==> src/verilog/tmr4_regs.svh <==
// Purpose: register offsets, field positions and reset values of the timer
// Assumes: byte-wide register port, offsets are special-function addresses
// Notes: channel 1 value and flag register offsets sit beside the others
`ifndef TMR4_REGS_SVH
`define TMR4_REGS_SVH

// Register offsets
`define TMR4_COUNT_ADDR 8'hea
`define TMR4_CONTROL_ADDR 8'heb
`define TMR4_CH0_CONTROL_ADDR 8'hec
`define TMR4_CH0_VALUE_ADDR 8'hed
`define TMR4_CH1_CONTROL_ADDR 8'hee
`define TMR4_CH1_VALUE_ADDR 8'hef
`define TMR4_FLAGS_ADDR 8'hf0

// Timer control fields
`define TMR4_CTL_DIV_MSB 7
`define TMR4_CTL_DIV_LSB 5
`define TMR4_CTL_RUN_BIT 4
`define TMR4_CTL_OVFIE_BIT 3
`define TMR4_CTL_CLR_BIT 2
`define TMR4_CTL_MODE_MSB 1
`define TMR4_CTL_MODE_LSB 0

// Channel control fields
`define TMR4_CCTL_IE_BIT 6
`define TMR4_CCTL_ACT_MSB 5
`define TMR4_CCTL_ACT_LSB 3
`define TMR4_CCTL_CMP_BIT 2
`define TMR4_CCTL_EDGE_MSB 1
`define TMR4_CCTL_EDGE_LSB 0

// Flag register fields
`define TMR4_FLG_OVF_BIT 3
`define TMR4_FLG_CH0_BIT 4
`define TMR4_FLG_CH1_BIT 5

// Reset values and counter limits
`define TMR4_CONTROL_RST 8'h08
`define TMR4_CCTL_RST 8'h40
`define TMR4_ZERO 8'h00
`define TMR4_MAX 8'hff

`endif

==> src/verilog/tmr4_pkg.sv <==
// Purpose: types used by the timer design, not by its bench
// Assumes: nothing beyond the register header
// Notes: codes follow the control register encodings
package tmr4_pkg;

	// Counter modes
	typedef enum logic [1:0] {
		TMR4_FREE = 2'h0,
		TMR4_DOWN = 2'h1,
		TMR4_MODULO = 2'h2,
		TMR4_UPDOWN = 2'h3
	} tmr4_mode_t;

	// Compare output actions
	typedef enum logic [2:0] {
		TMR4_ACT_SET = 3'h0,
		TMR4_ACT_CLR = 3'h1,
		TMR4_ACT_TGL = 3'h2,
		TMR4_ACT_SET_UP = 3'h3,
		TMR4_ACT_CLR_UP = 3'h4,
		TMR4_ACT_SET_ZERO = 3'h5,
		TMR4_ACT_CLR_ZERO = 3'h6,
		TMR4_ACT_NONE = 3'h7
	} tmr4_action_t;

	// Up/down direction state, Gray ordered
	typedef enum logic {
		TMR4_DIR_UP = 1'b0,
		TMR4_DIR_DOWN = 1'b1
	} tmr4_dir_t;

	// Register port request
	typedef struct packed {
		logic [7:0] addr;
		logic [7:0] wdata;
		logic wr;
		logic rd;
	} tmr4_bus_req_t;

	// Channel control fields
	typedef struct packed {
		logic unused;
		logic irq_enable;
		tmr4_action_t action;
		logic compare;
		logic [1:0] edge_sel;
	} tmr4_cctl_t;

endpackage

==> src/verilog/tmr4_timer.sv <==
// Purpose: 8-bit timer with prescaler, four modes and two channels
// Assumes: tick enable and channel inputs synchronous to clk_sys
// Notes: register reads answer one cycle after the read strobe
//
// What this block does
// - Counter value readable, resets to zero
// - Prescaler divides tick by one to 128
// - Run bit advances counter, else holds
// - Clear bit zeroes counter, reads zero
// - Mode 00 counts up and wraps
// - Mode 01 counts down from channel-0 value
// - Mode 10 counts up to channel-0 value
// - Mode 11 counts up then down
// - Each channel has read/write value register
// - Mode bit picks capture or compare
// - Edge field picks capture edges
// - Each channel compares against its own value
// - Match sets, clears or toggles output
// - Code 011 set up, clear zero/down
// - Code 100 clear up, set zero/down
// - Channel 0 codes 101/110 use zero
// - Channel 1 codes 101/110 use channel-0 value
// - Pending flags set by events, cleared by zero
//
// The address-and-strobe port was left to the implementer.
`timescale 1ns/1ps
`include "tmr4_regs.svh"

module tmr4_timer (
	input wire logic clk_sys,
	input wire logic srst,
	input wire logic tick_en,
	input wire logic [7:0] reg_addr,
	input wire logic [7:0] reg_wdata,
	input wire logic reg_wr,
	input wire logic reg_rd,
	output logic [7:0] reg_rdata,
	input wire logic [1:0] ch_in,
	output logic [1:0] ch_out,
	output logic irq_req
);

	// Bus request bundle
	tmr4_pkg::tmr4_bus_req_t req;
	// Counter and control state
	logic [7:0] counter_byte;
	logic [7:0] timer4_control_reg;
	tmr4_pkg::tmr4_cctl_t cctl [2];
	logic [7:0] channel_word [2];
	// Pending flags
	logic overflow_pending_flag;
	logic [1:0] ch_pending;
	// Prescaler and direction
	logic [6:0] prescale;
	tmr4_pkg::tmr4_dir_t dir;
	// Previous channel input levels for edge detection
	logic [1:0] ch_in_q;
	// Derived strobes
	logic count_en;
	logic [7:0] next_count;
	tmr4_pkg::tmr4_dir_t next_dir;
	logic overflow;
	logic [1:0] capture_ev;
	logic [1:0] compare_ev;
	logic [1:0] wr_val;
	logic [1:0] wr_cctl;
	logic counter_zero_strobe;
	logic wr_flags;
	tmr4_pkg::tmr4_mode_t mode;
	logic [2:0] div_sel;

	assign req = '{addr: reg_addr, wdata: reg_wdata, wr: reg_wr, rd: reg_rd};
	assign mode = tmr4_pkg::tmr4_mode_t'(
		timer4_control_reg[`TMR4_CTL_MODE_MSB:`TMR4_CTL_MODE_LSB]);
	assign div_sel = timer4_control_reg[`TMR4_CTL_DIV_MSB:`TMR4_CTL_DIV_LSB];
	assign wr_flags = req.wr && req.addr == `TMR4_FLAGS_ADDR;
	// Clear strobe: a write with the clear bit high, never stored
	assign counter_zero_strobe = req.wr && req.addr == `TMR4_CONTROL_ADDR
		&& req.wdata[`TMR4_CTL_CLR_BIT];

	// Prescaler enable: the low div_sel bits of the prescale count are all
	// ones on the tick that completes a period
	always_comb begin
		logic [6:0] mask;
		mask = 7'h00;
		// Build a mask of div_sel ones
		for (int i = 0; i < 7; i++) begin
			mask[i] = (3'(i) < div_sel);
		end
		count_en = tick_en && ((prescale & mask) == mask)
			&& timer4_control_reg[`TMR4_CTL_RUN_BIT];
	end

	// Prescale counter runs on the system tick while the timer runs
	always_ff @(posedge clk_sys) begin
		if (srst || counter_zero_strobe) begin
			prescale <= 7'h00;
		end else if (tick_en && timer4_control_reg[`TMR4_CTL_RUN_BIT]) begin
			prescale <= prescale + 7'h01;
		end
	end

	// Next counter value and direction per mode
	always_comb begin
		next_count = counter_byte;
		next_dir = dir;
		overflow = 1'b0;
		case (mode)
			tmr4_pkg::TMR4_FREE: begin
				next_count = counter_byte + 8'h01;
				overflow = counter_byte == `TMR4_MAX;
				next_dir = tmr4_pkg::TMR4_DIR_UP;
			end
			tmr4_pkg::TMR4_DOWN: begin
				// Stops at zero; a single event marks arrival
				next_dir = tmr4_pkg::TMR4_DIR_DOWN;
				if (counter_byte != `TMR4_ZERO) begin
					next_count = counter_byte - 8'h01;
					overflow = counter_byte == 8'h01;
				end
			end
			tmr4_pkg::TMR4_MODULO: begin
				next_dir = tmr4_pkg::TMR4_DIR_UP;
				if (counter_byte == channel_word[0]) begin
					next_count = `TMR4_ZERO;
					overflow = 1'b1;
				end else begin
					next_count = counter_byte + 8'h01;
				end
			end
			tmr4_pkg::TMR4_UPDOWN: begin
				if (dir == tmr4_pkg::TMR4_DIR_UP) begin
					if (counter_byte >= channel_word[0]) begin
						next_dir = tmr4_pkg::TMR4_DIR_DOWN;
						next_count = counter_byte - 8'h01;
						if (counter_byte == `TMR4_ZERO) begin
							next_count = `TMR4_ZERO;
							next_dir = tmr4_pkg::TMR4_DIR_UP;
						end
					end else begin
						next_count = counter_byte + 8'h01;
					end
				end else if (counter_byte == 8'h01
					|| counter_byte == `TMR4_ZERO) begin
					next_count = `TMR4_ZERO;
					next_dir = tmr4_pkg::TMR4_DIR_UP;
					overflow = 1'b1;
				end else begin
					next_count = counter_byte - 8'h01;
				end
			end
			default: begin
				next_count = counter_byte;
			end
		endcase
	end

	// Counter register; a write that switches into the down mode loads channel-0 value
	always_ff @(posedge clk_sys) begin
		if (srst || counter_zero_strobe) begin
			counter_byte <= `TMR4_ZERO;
			dir <= tmr4_pkg::TMR4_DIR_UP;
		end else if (req.wr && req.addr == `TMR4_CONTROL_ADDR
			&& req.wdata[`TMR4_CTL_MODE_MSB:`TMR4_CTL_MODE_LSB] == 2'h1
			&& mode != tmr4_pkg::TMR4_DOWN) begin
			counter_byte <= channel_word[0];
			dir <= tmr4_pkg::TMR4_DIR_DOWN;
		end else if (count_en) begin
			counter_byte <= next_count;
			dir <= next_dir;
		end
	end

	// Timer control register; clear bit is never stored
	always_ff @(posedge clk_sys) begin
		if (srst) begin
			timer4_control_reg <= `TMR4_CONTROL_RST;
		end else if (req.wr && req.addr == `TMR4_CONTROL_ADDR) begin
			timer4_control_reg <= req.wdata
				& ~(8'h01 << `TMR4_CTL_CLR_BIT);
		end
	end

	// Input history for capture edges
	always_ff @(posedge clk_sys) begin
		if (srst) begin
			ch_in_q <= 2'h0;
		end else begin
			ch_in_q <= ch_in;
		end
	end

	// Per-channel logic
	generate
		for (genvar c = 0; c < 2; c++) begin : g_ch
			logic rise;
			logic fall;
			logic up_match;
			logic down_match;
			logic at_zero;
			logic alt_ev;
			assign rise = ch_in[c] && !ch_in_q[c];
			assign fall = !ch_in[c] && ch_in_q[c];
			// Capture only in capture operation
			assign capture_ev[c] = !cctl[c].compare && (
				(cctl[c].edge_sel[0] && rise)
				|| (cctl[c].edge_sel[1] && fall));
			// Match judged on the step's target, output moves with it
			assign compare_ev[c] = cctl[c].compare && count_en
				&& next_count == channel_word[c] && next_count != counter_byte;
			assign up_match = compare_ev[c]
				&& !(mode == tmr4_pkg::TMR4_UPDOWN
				&& next_dir == tmr4_pkg::TMR4_DIR_DOWN
				&& dir == tmr4_pkg::TMR4_DIR_DOWN);
			assign down_match = compare_ev[c] && !up_match;
			assign at_zero = cctl[c].compare && count_en
				&& next_count == `TMR4_ZERO && counter_byte != `TMR4_ZERO;
			// Channel 1 second event is the channel-0 value
			assign alt_ev = (c == 0) ? at_zero : (cctl[c].compare && count_en
				&& next_count == channel_word[0]
				&& next_count != counter_byte);
			assign wr_val[c] = req.wr && req.addr == (c == 0 ?
				`TMR4_CH0_VALUE_ADDR : `TMR4_CH1_VALUE_ADDR);
			assign wr_cctl[c] = req.wr && req.addr == (c == 0 ?
				`TMR4_CH0_CONTROL_ADDR : `TMR4_CH1_CONTROL_ADDR);

			// Value register: software write or capture
			always_ff @(posedge clk_sys) begin
				if (srst) begin
					channel_word[c] <= `TMR4_ZERO;
				end else if (capture_ev[c]) begin
					channel_word[c] <= counter_byte;
				end else if (wr_val[c]) begin
					channel_word[c] <= req.wdata;
				end
			end

			// Channel control register, top bit reads zero
			always_ff @(posedge clk_sys) begin
				if (srst) begin
					cctl[c] <= `TMR4_CCTL_RST;
				end else if (wr_cctl[c]) begin
					cctl[c] <= {1'b0, req.wdata[6:0]};
				end
			end

			// Output action on compare events
			always_ff @(posedge clk_sys) begin
				if (srst) begin
					ch_out[c] <= 1'b0;
				end else begin
					case (cctl[c].action)
						tmr4_pkg::TMR4_ACT_SET: begin
							if (compare_ev[c]) ch_out[c] <= 1'b1;
						end
						tmr4_pkg::TMR4_ACT_CLR: begin
							if (compare_ev[c]) ch_out[c] <= 1'b0;
						end
						tmr4_pkg::TMR4_ACT_TGL: begin
							if (compare_ev[c]) ch_out[c] <= !ch_out[c];
						end
						tmr4_pkg::TMR4_ACT_SET_UP: begin
							if (up_match) ch_out[c] <= 1'b1;
							else if (down_match || (at_zero
								&& mode != tmr4_pkg::TMR4_UPDOWN))
								ch_out[c] <= 1'b0;
						end
						tmr4_pkg::TMR4_ACT_CLR_UP: begin
							if (up_match) ch_out[c] <= 1'b0;
							else if (down_match || (at_zero
								&& mode != tmr4_pkg::TMR4_UPDOWN))
								ch_out[c] <= 1'b1;
						end
						tmr4_pkg::TMR4_ACT_SET_ZERO: begin
							if (compare_ev[c]) ch_out[c] <= 1'b1;
							else if (alt_ev) ch_out[c] <= 1'b0;
						end
						tmr4_pkg::TMR4_ACT_CLR_ZERO: begin
							if (compare_ev[c]) ch_out[c] <= 1'b0;
							else if (alt_ev) ch_out[c] <= 1'b1;
						end
						default: begin
							ch_out[c] <= ch_out[c];
						end
					endcase
				end
			end

			// Pending flag: set wins over a zero write
			always_ff @(posedge clk_sys) begin
				if (srst) begin
					ch_pending[c] <= 1'b0;
				end else if (capture_ev[c] || compare_ev[c]) begin
					ch_pending[c] <= 1'b1;
				end else if (wr_flags
					&& !req.wdata[`TMR4_FLG_CH0_BIT + c]) begin
					ch_pending[c] <= 1'b0;
				end
			end
		end
	endgenerate

	// Overflow flag: set wins, only a zero write clears
	always_ff @(posedge clk_sys) begin
		if (srst) begin
			overflow_pending_flag <= 1'b0;
		end else if (count_en && overflow) begin
			overflow_pending_flag <= 1'b1;
		end else if (wr_flags && !req.wdata[`TMR4_FLG_OVF_BIT]) begin
			overflow_pending_flag <= 1'b0;
		end
	end

	// Request to the interrupt controller, registered
	always_ff @(posedge clk_sys) begin
		if (srst) begin
			irq_req <= 1'b0;
		end else begin
			irq_req <= (overflow_pending_flag
				&& timer4_control_reg[`TMR4_CTL_OVFIE_BIT])
				|| (ch_pending[0] && cctl[0].irq_enable)
				|| (ch_pending[1] && cctl[1].irq_enable);
		end
	end

	// Read data one cycle after the strobe; unmapped reads give zero
	always_ff @(posedge clk_sys) begin
		if (srst) begin
			reg_rdata <= 8'h00;
		end else if (req.rd) begin
			case (req.addr)
				`TMR4_COUNT_ADDR: reg_rdata <= counter_byte;
				`TMR4_CONTROL_ADDR: reg_rdata <= timer4_control_reg;
				`TMR4_CH0_CONTROL_ADDR: reg_rdata <= cctl[0];
				`TMR4_CH0_VALUE_ADDR: reg_rdata <= channel_word[0];
				`TMR4_CH1_CONTROL_ADDR: reg_rdata <= cctl[1];
				`TMR4_CH1_VALUE_ADDR: reg_rdata <= channel_word[1];
				`TMR4_FLAGS_ADDR: reg_rdata <= {2'h0, ch_pending,
					overflow_pending_flag, 3'h0};
				default: reg_rdata <= 8'h00;
			endcase
		end else begin
			reg_rdata <= 8'h00;
		end
	end

endmodule

==> config.mk <==
export PLATFORM = sky130hd
export DESIGN_NAME = tmr4_timer
export DESIGN_NICKNAME = d
export VERILOG_FILES = /design/src/verilog/tmr4_pkg.sv /design/src/verilog/tmr4_timer.sv
export VERILOG_INCLUDE_DIRS = /design/src /design/src/verilog
export SDC_FILE = /design/constraint.sdc
export NUM_CORES = 1
export LEC_CHECK = 0
export ABC_AREA = 0
export BUFFER_PORTS_ARGS = -buffer_cell sky130_fd_sc_hd__buf_4
export CORE_MARGIN = 5
export CORE_UTILIZATION = 60
export CTS_BUF_LIST = sky130_fd_sc_hd__clkbuf_4 sky130_fd_sc_hd__clkbuf_8
export CTS_CLUSTER_SIZE = 16
export DETAILED_ROUTE_END_ITERATION = 7
export PLACE_DENSITY = 0.83
export SLEW_MARGIN = 20
export SYNTH_ARGS = -nofsm -noshare
export SYNTH_HDL_FRONTEND = slang
export SYNTH_SLANG_ARGS = --single-unit
==> constraint.sdc <==
create_clock -name clk_sys -period 12.2 [get_ports clk_sys]
set_input_delay 1.83 -clock clk_sys [delete_from_list [all_inputs] [get_ports clk_sys]]
set_output_delay 1.83 -clock clk_sys [all_outputs]
set_load 0.01 [all_outputs]
==> reports/metrics.cfg <==
[floorplan]
ios=34
core-area_um2=8258
fp.dieH_um=102.5
die_w_um=102.5
start_util_pct=62.14
row_count=33
dieArea_um2=10500

[clocking]
cts_max_level=3
numCtsBuffers=9
clock_sinks=69
cts_resized=0
cts_tree=yes
root_buffer=clkbuf_8
insertion_delay_ns=0.36
ctsHoldBuffers=0
post-cts-setup-buffers=0
cts.clk_slew.worst_paths_ns=0.09
cts_buffer_depth=2

[timing]
hold_viol_final=0
period_needed_ns=4.919
tightest_slew_ns=1.122
skew_ns=0.01489
slew_headroom_pct=24.40
rsz0062_at_grt=no
tns_ns=0
slew_viol_final=0
post-route-period-util_pct=40.32
setup_violations=0
clock.fmax_mhz=203.3

[final_layout]
nets=660
largestRegisters=channel_word (16), cctl (14)
fin_area_um2=5529
drive_gt1_share_pct=12.74
insertedDiodeCount=0
fillCellCount=697
largest_reg_flops=16
top_register=channel_word
area_growth_pct=7.754

[route]
vias=5187
avgViaCountPerCell=7.076
wirelength_mm=17.14
ant_nets=0
drcViolationCount=0
drt_iter0_markers=560
dr.pass1.iters=6
post_drt_wl_per_cell_um=23.38

[global_route]
overflow=0
grt_usage_pct=33.72
grt_max_degree=26
gr-usage-met1_pct=43.53
grt_pass1_wl_mm=26.70
grt.busiest_layer=met2
antenna_found_initial=0
grt_util_met3_pct=5.939
met2_usage_pct=53.97
grt_pass1_vias=4965

[synth]
ys_warn_count=0
yosys.area.top_type_share_pct=17.56
syn_avg_cell_area_um2=8.412
synth_nets=647
syn-cell-area_um2=5131
ys_ff_latch=69
synthCells=610
synthTopCellsByArea=edfxtp_1 (18%), dfxtp_1 (15%), nand2_1 (4.8%), nor2_1 (4.2%), a21oi_1 (4.1%)
synth_top_flop_cell=dfxtp_1
synth_cell_type_count=83
async_flop_share_pct=0
synth-edff-count=30
synth_top_cell_by_area=edfxtp_1
seq_area_frac_synth_pct=32.77

[worst_setup_path]
slowest_delay_ns=0.69
required_ns=12.46
end_kind=flop
crit_top_cell=or4_1
worstSetupPathType=flop to flop
critPathLaunchType=flop
r2r-start=counter_byte[0]$_SDFFE_PP0P_
reg2regPathDepth=12
cp_slowest_cell=dfxtp_1
crit_path_max_fanout=16
timing.rr.end=ch_out[0]$_SDFFE_PP0P_
path_cells=inv_1, ha_1, nand2b_1, a2111oi_2, o21a_1, mux2_2, or4_1, a22o_1, nor4_4, nand3_2, or4_1, a41o_1
setup.reg_to_reg.worst_slack_ns=7.28
arrival_ns=5.18

[power_and_ir_drop]
irDropWorstVdd_mv=0.1040
power.leakage_nw=1.977
p_per_area_nw_per_um2=85.68

[job]
cap_violations=0

[hold_path]
hold_class=flop to flop
min_path_cells=2
worstHoldStart=timer4_control_reg[4]$_SDFFE_PP0P_
min_to=timer4_control_reg[4]$_SDFFE_PP0P_

[placement]
place_area_um2=5350
dp_hpwl_mm=12.73
io_buffers=33
gp_congestion=1.050

[run_status]
status=complete, no violations

[cell families (layout without fill, tap and decap cells)]
group | count (synthesis) | count (layout) | synth area share [%]
adders and majority gates | 14 | 14 | 3.414
and+or+nand+nor | 246 | 246 | 24.82
xor gates and xnor gates | 23 | 23 | 3.926
buffers and inverters | 53 | 71 | 4.950
muxes | 19 | 19 | 4.072
DFF | 69 | 69 | 32.77
AOI/OAI and AO/OA | 186 | 186 | 26.04
[final cells by class]
cell class / instances / area (µm²) / share of cell area (%)
sequential: 69 / 1682 / 30.41
timing repair buffer: 36 / 270.3 / 4.888
inverter: 19 / 71.32 / 1.290
clock buffer: 10 / 131.4 / 2.376
clock inverter: 6 / 47.55 / 0.8599
tap: 105 / 131.4 / 2.376
multi-input combinational: 488 / 3196 / 57.80
[synth_stat cells (all sizes together) (3+ instances only)]
cell type  number
or2             4
xnor2          14
nor4           12
a21oi          43
nor2b           5
o21a            9
inv            19
dfxtp          39
a31oi           5
nand4           9
o22ai           7
ha             14
a32oi           5
or4             4
o21ai          29
nor3b           6
mux2            5
a22oi           5
a211oi          9
mux2i          13
a221oi          6
xor2            9
nand2          65
nand3          19
buf             9
nor3           17
and2           19
clkbuf         25
nand3b          6
o31ai           7
o211ai          8
a22o           19
and3            6
o311ai          3
o211a           3
edfxtp         30
a2111oi         3
nor2           57
nand2b          7
[through the flow]
step / total power [mW] / instances / hold slack (ns) / util [%] / setup slack [ns]
after floorplan: 0.2845 / 610 / 0.4444 / - / 8.132
after global routing: 0.4887 / 733 / 0.5434 / 66.95 / 7.047
after detailed placement: 0.3035 / 717 / 0.4946 / 64.79 / 7.348
after CTS: 0.4706 / 733 / 0.5044 / 66.95 / 7.331
final: 0.4737 / 733 / 0.5154 / 66.95 / 7.281
after global placement: 0.3025 / 717 / 0.4890 / 64.79 / 7.514
[worst max-delay path, delay by kind of cell (launching register included)]
kind	cells	cell delay (ns)
mux	1	0.40
simple gates	5	1.62
compound gates	4	1.45
flops	1	0.69
buf+inv	1	0.29
fa+ha+maj	1	0.37
[metal layers]
layer / wire (µm) / up-vias / share of wire (%)
met5: 0 / - / 0
met1: 6481 / 2438 / 38
met3: 1845 / 60 / 11
met2: 7967 / 360 / 46
met4: 842 / 0 / 4.9
li1: - / 2329 / -
[how the worst max path moves through the flow]
stage                                             from                     end  slack [ns]
after floorplan           counter_byte[0]$_SDFFE_PP0P_  ch_out[0]$_SDFFE_PP0P_        8.13
after global placement    counter_byte[0]$_SDFFE_PP0P_  ch_out[0]$_SDFFE_PP0P_        7.51
after detailed placement  counter_byte[0]$_SDFFE_PP0P_  ch_out[0]$_SDFFE_PP0P_        7.35
after CTS                 counter_byte[0]$_SDFFE_PP0P_  ch_out[0]$_SDFFE_PP0P_        7.33
after global routing      counter_byte[0]$_SDFFE_PP0P_  ch_out[1]$_SDFFE_PP0P_        7.05
final                     counter_byte[0]$_SDFFE_PP0P_  ch_out[0]$_SDFFE_PP0P_        7.28
[cells in the final DEF (no fill, tap or decap), drive strengths merged, types with 4 or more instances in the layout]
cell type	netlist	routed
a21oi	43	43
o31ai	7	7
a22o	19	19
o211ai	8	8
nor2b	5	5
ha	14	14
a211oi	9	9
a32oi	5	5
o21a	9	9
xnor2	14	14
xor2	9	9
buf	9	36
nand3b	6	6
dfxtp	39	39
clkbuf	25	10
a22oi	5	5
or4	4	4
mux2	5	5
a31oi	5	5
nand3	19	19
nor2	57	57
a221oi	6	6
nand2b	7	7
nand2	65	65
mux2i	13	13
and2	19	19
o22ai	7	7
and3	6	6
edfxtp	30	30
nor3b	6	6
nand4	9	9
nor4	12	12
or2	4	4
inv	19	21
nor3	17	17
o21ai	29	29
[report_power, final]
| group | internal, mW | leakage, nW | switching, mW |
|---|---|---|---|
| Combinational | 0.0179 | 1.27 | 0.0254 |
| Clock | 0.0778 | 0.0907 | 0.0957 |
| Sequential | 0.247 | 0.617 | 0.00985 |
Note: power is estimated with default switching activity, not from simulation.
